### src/verilog/flash_map_pkg.sv
// constants for the code flash address map
package flash_map_pkg;
    localparam int ADDR_W = 25;
    localparam int MAX_CODE_SYS = 2;
    localparam logic [ADDR_W-1:0] CODE_16MB = 25'h100_0000;
    localparam logic [ADDR_W-1:0] CODE_8MB = 25'h080_0000;
    localparam logic [ADDR_W-1:0] CODE_6MB = 25'h060_0000;
    // layout field codes; anything but the split code selects contiguous
    localparam logic [1:0] LAYOUT_SPLIT = 2'h0;
    localparam logic [1:0] LAYOUT_RESET = 2'h3;
    localparam logic [1:0] SWAP_RESET = 2'h0;
    // system index used by security core data flash reads
    localparam logic [1:0] SYS_SECURE = 2'h2;
    // cycles after reset release before the option straps are taken
    localparam int SETTLE_CYCLES = 3;
    localparam logic [1:0] SETTLE_LAST = 2'(SETTLE_CYCLES - 1);
endpackage

### src/verilog/read_overlay_unit.sv
// window remap of read addresses for the contiguous layout
`timescale 1ns/1ps
`default_nettype none
module read_overlay_unit
    import flash_map_pkg::*;
(
    input wire logic enable_i,
    input wire logic [ADDR_W-1:0] addr_i,
    input wire logic [ADDR_W-1:0] src_base_i,
    input wire logic [ADDR_W-1:0] dst_base_i,
    input wire logic [ADDR_W-1:0] win_mask_i,
    input wire logic [ADDR_W-1:0] limit_i,
    output logic hit_o,
    output logic [ADDR_W-1:0] addr_o
);
    logic [ADDR_W-1:0] target;

    always_comb begin
        target = (dst_base_i & ~win_mask_i) | (addr_i & win_mask_i);
        // a target at or above limit_i is never taken
        hit_o = enable_i && ((addr_i & ~win_mask_i) == (src_base_i & ~win_mask_i))
            && (target < limit_i);
        addr_o = hit_o ? target : addr_i;
    end
endmodule
`default_nettype wire

### src/verilog/flash_bank_map_select.sv
// code flash layout selection, bank swap and read address map
`timescale 1ns/1ps
`default_nettype none
module flash_bank_map_select
    import flash_map_pkg::*;
#(
    parameter logic [ADDR_W-1:0] CODE_BYTES = CODE_16MB
) (
    input wire logic core_clk_i,
    input wire logic reset_i,
    input wire logic [1:0] layout_option_byte_i,
    input wire logic [MAX_CODE_SYS-1:0] swap_option_byte_i,
    input wire logic rd_req_i,
    input wire logic rd_dflash_i,
    input wire logic [ADDR_W-1:0] rd_addr_i,
    output logic rd_ready_o,
    output logic rd_valid_o,
    output logic rd_err_o,
    output logic rd_overlay_o,
    output logic [1:0] rd_sys_o,
    output logic rd_bank_o,
    output logic [ADDR_W-1:0] rd_phys_o,
    input wire logic ovl_enable_i,
    input wire logic [ADDR_W-1:0] ovl_src_base_i,
    input wire logic [ADDR_W-1:0] ovl_dst_base_i,
    input wire logic [ADDR_W-1:0] ovl_win_mask_i,
    input wire logic [MAX_CODE_SYS-1:0] pe_busy_i,
    input wire logic [MAX_CODE_SYS-1:0] pe_bank_i,
    output logic [MAX_CODE_SYS-1:0] pe_allow_o,
    output logic map_ready_o,
    output logic split_mode_o,
    output logic [MAX_CODE_SYS-1:0] bank_swap_select_o
);
    // ********************************
    // variant geometry
    // ********************************
    localparam int NSYS = (CODE_BYTES == CODE_16MB) ? 2 : 1;
    localparam bit SPLIT_OK = (CODE_BYTES != CODE_6MB);
    localparam logic [ADDR_W-1:0] USE_BYTES = CODE_BYTES >> 1;
    localparam logic [ADDR_W-1:0] SYS_BYTES = (NSYS == 2) ? (CODE_BYTES >> 1) : CODE_BYTES;
    localparam logic [ADDR_W-1:0] BANK_BYTES = SYS_BYTES >> 1;

    if (CODE_BYTES != CODE_16MB && CODE_BYTES != CODE_8MB && CODE_BYTES != CODE_6MB) begin : g_bad
        $error("code flash size must be 16, 8 or 6 MB");
    end

    // ********************************
    // option strap capture
    // ********************************
    logic [1:0] layout_meta;
    logic [1:0] layout_sync;
    logic [MAX_CODE_SYS-1:0] swap_meta;
    logic [MAX_CODE_SYS-1:0] swap_sync;
    logic [1:0] settle;
    logic map_ready;
    logic split_mode;
    logic [MAX_CODE_SYS-1:0] valid_bank;

    always_ff @(posedge core_clk_i or posedge reset_i) begin
        if (reset_i) begin
            layout_meta <= LAYOUT_RESET;
            layout_sync <= LAYOUT_RESET;
            swap_meta <= SWAP_RESET;
            swap_sync <= SWAP_RESET;
        end else begin
            layout_meta <= layout_option_byte_i;
            layout_sync <= layout_meta;
            swap_meta <= swap_option_byte_i;
            swap_sync <= swap_meta;
        end
    end

    always_ff @(posedge core_clk_i or posedge reset_i) begin
        if (reset_i) begin
            settle <= 2'h0;
        end else if (settle != SETTLE_LAST) begin
            settle <= settle + 2'h1;
        end
    end

    // taken once after release, then frozen until the next reset
    always_ff @(posedge core_clk_i or posedge reset_i) begin
        if (reset_i) begin
            map_ready <= 1'b0;
            split_mode <= 1'b0;
            valid_bank <= SWAP_RESET;
        end else if (!map_ready && settle == SETTLE_LAST) begin
            map_ready <= 1'b1;
            split_mode <= SPLIT_OK && (layout_sync == LAYOUT_SPLIT);
            valid_bank <= swap_sync;
        end
    end

    assign map_ready_o = map_ready;
    assign split_mode_o = split_mode;
    assign bank_swap_select_o = valid_bank;

    // ********************************
    // read address decode
    // ********************************
    logic ovl_hit;
    logic [ADDR_W-1:0] ovl_addr;
    logic in_code;
    logic inv_area;
    logic [ADDR_W-1:0] off;
    logic sys;
    logic bank;
    logic [ADDR_W-1:0] phys;
    logic conflict;

    read_overlay_unit u_overlay (
        .enable_i(ovl_enable_i && !split_mode),
        .addr_i(rd_addr_i),
        .src_base_i(ovl_src_base_i),
        .dst_base_i(ovl_dst_base_i),
        .win_mask_i(ovl_win_mask_i),
        .limit_i(CODE_BYTES),
        .hit_o(ovl_hit),
        .addr_o(ovl_addr)
    );

    always_comb begin
        in_code = rd_addr_i < CODE_BYTES;
        inv_area = 1'b0;
        off = '0;
        sys = 1'b0;
        bank = 1'b0;
        phys = rd_addr_i;
        if (split_mode) begin
            // valid banks sit low, invalid banks follow at USE_BYTES
            inv_area = rd_addr_i >= USE_BYTES;
            off = inv_area ? rd_addr_i - USE_BYTES : rd_addr_i;
            sys = (NSYS == 2) && (off >= BANK_BYTES);
            if (sys) begin
                off = off - BANK_BYTES;
            end
            bank = valid_bank[sys] ^ inv_area;
            phys = (sys ? SYS_BYTES : '0) + (bank ? BANK_BYTES : '0) + off;
        end else begin
            phys = ovl_addr;
            sys = (NSYS == 2) && (phys >= SYS_BYTES);
            off = sys ? phys - SYS_BYTES : phys;
            bank = off >= BANK_BYTES;
        end
        // once map_ready is set, only a code read into the bank under programming waits
        conflict = !rd_dflash_i && pe_busy_i[sys] && (pe_bank_i[sys] == bank);
    end

    assign rd_ready_o = map_ready && !conflict;

    always_ff @(posedge core_clk_i or posedge reset_i) begin
        if (reset_i) begin
            rd_valid_o <= 1'b0;
            rd_err_o <= 1'b0;
            rd_overlay_o <= 1'b0;
            rd_sys_o <= 2'h0;
            rd_bank_o <= 1'b0;
            rd_phys_o <= '0;
        end else begin
            rd_valid_o <= rd_req_i && rd_ready_o;
            if (rd_req_i && rd_ready_o) begin
                if (rd_dflash_i) begin
                    rd_sys_o <= SYS_SECURE;
                    rd_bank_o <= 1'b0;
                    rd_phys_o <= rd_addr_i;
                    rd_err_o <= 1'b0;
                    rd_overlay_o <= 1'b0;
                end else begin
                    rd_sys_o <= {1'b0, sys};
                    rd_bank_o <= bank;
                    rd_phys_o <= phys;
                    rd_err_o <= !in_code;
                    rd_overlay_o <= ovl_hit && !split_mode;
                end
            end
        end
    end

    // ********************************
    // programming engine permission
    // ********************************
    for (genvar s = 0; s < MAX_CODE_SYS; s++) begin : g_allow
        // split layout: only the invalid bank may be rewritten
        assign pe_allow_o[s] = map_ready && (s < NSYS)
            && (!split_mode || pe_bank_i[s] != valid_bank[s]);
    end
endmodule
`default_nettype wire

### config.mk
export PLATFORM = sky130hd
export DESIGN_NAME = flash_bank_map_select
export DESIGN_NICKNAME = d
export VERILOG_FILES = /design/src/verilog/flash_map_pkg.sv /design/src/verilog/read_overlay_unit.sv /design/src/verilog/flash_bank_map_select.sv
export SDC_FILE = /design/constraint.sdc
export NUM_CORES = 1
export LEC_CHECK = 0
export BUFFER_PORTS_ARGS = -buffer_cell sky130_fd_sc_hd__buf_2
export CAP_MARGIN = 20
export CORE_ASPECT_RATIO = 1.75
export CORE_MARGIN = 2
export CORE_UTILIZATION = 40
export CTS_BUF_LIST = sky130_fd_sc_hd__clkbuf_8 sky130_fd_sc_hd__clkbuf_16
export DETAILED_ROUTE_END_ITERATION = 10
export PLACE_DENSITY = 0.74
export SYNTH_ARGS = -nofsm -noshare
export SYNTH_HDL_FRONTEND = slang
export SYNTH_SLANG_ARGS = --single-unit
### constraint.sdc
create_clock -name core_clk_i -period 5.9 [get_ports core_clk_i]
set_input_delay 1.18 -clock core_clk_i [delete_from_list [all_inputs] [get_ports core_clk_i]]
set_output_delay 1.18 -clock core_clk_i [all_outputs]
set_load 0.02 [all_outputs]
==> flow_metrics.py <==
metrics = {
    "global_routing": {
        "grt_max_degree": 46,
        "grt.total_usage": 0.2409,
        "grt_overflow": 0,
        "grt_pass1_vias": 3339,
        "grt_pass1_wl_mm": 17.37,
        "antenna_found_initial": 0,
    },
    "power": {
        "peakVddDrop_mv": 0.2051,
        "leakage_nw": 2.223,
        "p_seq_frac": 0.366,
        "power.switching_uw": 328.9,
        "p_clk_frac": 0.290,
        "swShare": 0.3311,
        "power_density_nw_per_um2": 211.7,
        "p_int_uw": 664.5,
        "power_frac_comb": 0.344,
    },
    "cts": {
        "clk_pin_slew_ns": 0.06,
        "cts-root-buf": "clkbuf_16",
        "cts_buffer_depth": 2,
        "cts_tree": "yes",
        "htree_levels": 2,
        "cts_sinks": 45,
        "worstSkewPairLatency_ns": 0.29,
        "cts_made_buffers": 5,
    },
    "layout": {
        "syn2layout_area_growth_pct": 30.53,
        "antennaDiodeCount": 0,
        "multiInputGateArea_um2": 2310,
        "fin_nets": 634,
        "seq_area_um2": 1131,
        "layoutNonFillerInstCount": 631,
        "postLayoutCellArea_um2": 4692,
        "nFillCells": 816,
        "drive_gt1_frac": 0.4572,
    },
    "sta": {
        "timing.fmax_mhz": 174.2,
        "hold_viol": 0,
        "worst_pin_slew_ns": 0.6102,
        "period_needed_ns": 5.742,
        "post-route-period-util": 0.9732,
        "fin_skew_ns": 0.006887,
        "slew_headroom": 0.5895,
        "drv_slew": 0,
        "setup_viol_count_final": 0,
    },
    "worst_hold_path": {
        "hold_depth": 0,
        "holdCritPathClass": "flip-flop to flip-flop",
        "min-delay-start": "swap_meta[1]$_DFF_PP0_",
        "hold_end": "swap_sync[1]$_DFF_PP0_",
    },
    "critical_path": {
        "r2r-start": "split_mode_o$_DFFE_PP0P_",
        "reg2reg_slack_ns": 1.46,
        "crit_path_max_fanout": 5,
        "required_ns": 4.72,
        "r2r-end": "rd_phys_o[24]$_DFFE_PP0P_",
        "cp.arrival_ns": 4.56,
        "cp-end-kind": "primary output",
        "critical_path_class": "input port to primary output",
        "cp-start-kind": "input port",
        "r2r_cells": 12,
    },
    "synthesis": {
        "ys_seq_elements": 45,
        "synth_edf_count": 0,
        "seq_area_frac_synth": 0.3147,
        "syn_nets": 483,
        "synth_ff_type": "dfrtp_1",
        "synth.avg_cell_area_um2": 9.930,
        "synth_area_leaders": "dfrtp_1 29%, mux2_4 12%, xnor2_1 6.8%, mux2i_1 5.8%, mux2_2 4.1%",
        "yosysMostFrequentCell": "dfrtp_1",
        "async_reset_ff_frac": 1.000,
        "synth.largest_area_cell": "dfrtp_1",
        "synth_top_area_frac": 0.2854,
        "synth.distinct_cells": 56,
        "synthCells": 362,
        "syn_area_um2": 3595,
        "yosysWarnings": 0,
        "synth_common_cells": "41 x dfrtp_1, 28 x mux2_4, 28 x xnor2_1",
    },
    "die": {
        "placementRows": 45,
        "fp.dieH_um": 129.4,
        "die_x_um": 75.66,
        "fp.dieArea_um2": 9791,
        "ios": 151,
        "initial_core_util": 0.4119,
        "core_um2": 8727,
    },
    "place": {
        "dpl.hpwl_mm": 9.512,
        "portBuffers": 150,
        "place_area_um2": 4466,
        "gp_congestion": 0.9191,
        "dp_cells": 620,
    },
    "routing": {
        "vias_per_cell": 5.482,
        "drt_pass1_iterations": 4,
        "drtIter0Drc": 148,
        "ant_nets": 0,
        "wl_per_cell_um": 18.86,
        "drc": 0,
        "num_vias": 3459,
        "wl_mm": 11.90,
    },
    "job": {
        "cap_violations": 0,
    },
    "run_status": {
        "status": "completed",
    },
}
==> power groups by stage <==
stage | clock [mW] | sequential [mW] | combinational, mW
5_1_grt | 0.306 | 0.368 | 0.367
3_3_place_gp | 0 | 0.369 | 0.332
2_1_floorplan | 0 | 0.407 | 0.165
6_report | 0.288 | 0.364 | 0.341
3_5_place_dp | 0 | 0.370 | 0.335
4_1_cts | 0.298 | 0.365 | 0.337
==> cell families (layout without fill, tap and decap cells) <==
group / Yosys count / in the layout / synth area share
muxes: 66 / 66 / 0.2294
xor gates and xnor gates: 30 / 30 / 0.07310
DFF: 45 / 45 / 0.3147
buffers and inverters: 41 / 193 / 0.05360
and+or+nand+nor: 94 / 94 / 0.1525
AOI/OAI and AO/OA: 78 / 78 / 0.1469
adders and majority gates: 8 / 8 / 0.02993
==> state kept, by name, indices dropped and copies added, names as in the netlist, 2 cells and up <==
name / flops
settle: 2
rd_phys_o: 25
swap_sync: 2
bank_swap_select_o: 2
swap_meta: 2
layout_sync: 2
layout_meta: 2
rd_sys_o: 2
==> metrics by stage <==
step	util	total power, mW	hold slack [ns]	setup WS, ns	setup TNS [ns]
6_report	0.5376	0.9934	0.3493	0.1581	0
5_1_grt	0.5376	1.042	0.3596	-0.01080	-0.01080
4_1_cts	0.5292	0.9997	0.3519	0.04825	0
3_5_place_dp	0.5117	0.7049	0.3379	0.06796	0
3_3_place_gp	0.5117	0.7006	0.3336	0.2109	0
2_1_floorplan	-	0.5713	0.3312	0.5541	0
==> worst max-delay path by stage <==
| stage | cells after the start | slack (ns) | end | from |
|---|---|---|---|---|
| 6_report | 16 | 0.16 | rd_ready_o | rd_addr_i[7] |
| 5_1_grt | 16 | -0.01 | rd_ready_o | rd_addr_i[1] |
| 4_1_cts | 16 | 0.05 | rd_ready_o | rd_addr_i[16] |
| 3_5_place_dp | 16 | 0.07 | rd_ready_o | rd_addr_i[16] |
| 3_3_place_gp | 16 | 0.21 | rd_ready_o | rd_addr_i[7] |
| 2_1_floorplan | 15 | 0.55 | rd_ready_o | rd_addr_i[16] |
==> layout by cell type (no fill, tap or decap), types with 5 or more instances in the layout <==
master,count
inv_1,22
dfrtp_1,41
nor2_1,19
nor4_1,6
buf_2,150
nand2_1,13
a21oi_1,11
o21ai_0,21
o31ai_1,9
mux2_2,13
ha_1,7
clkbuf_16,5
nand4_1,13
o22ai_1,13
mux2i_1,20
xnor2_1,28
nor3_1,16
mux2_4,28
buf_4,10
==> critical path, stage by stage <==
cell	delay, ns
buf_2	0.14
nor3_1	0.33
nand4_1	0.22
o41a_1	0.48
xnor2_1	0.17
ha_1	0.20
a21oi_1	0.18
nor3_2	0.10
nor4_2	0.25
and2_4	0.25
mux2_4	0.31
nand3b_1	0.17
o21ai_2	0.08
mux2i_2	0.11
a31oi_1	0.19
buf_2	0.18
==> what timing repair did <==
action                                  in CTS  in global routing
hold buffers                                 0                  0
endpoints found under the hold margin        0                  0
resized for setup                            0                  8
endpoints found under the setup margin       0                  1
setup buffers                                0                  2
==> layout make-up <==
class	instances	share of cell area
tap	117	0.03120
inverter	23	0.01840
clock inverter	2	0.002933
clock buffer	6	0.02960
sequential	45	0.2411
multi-input combinational	276	0.4923
timing repair buffer	162	0.1845
==> per-layer routing <==
metal | up-vias | GRT usage | wire length (um)
met3 | 26 | 0.03733 | 589
li1 | 1641 | - | -
met4 | 0 | 0.09598 | 388
met5 | - | 0 | 0
met2 | 139 | 0.4379 | 6438
met1 | 1653 | 0.2706 | 4485
(Power assumes the default switching activity.)
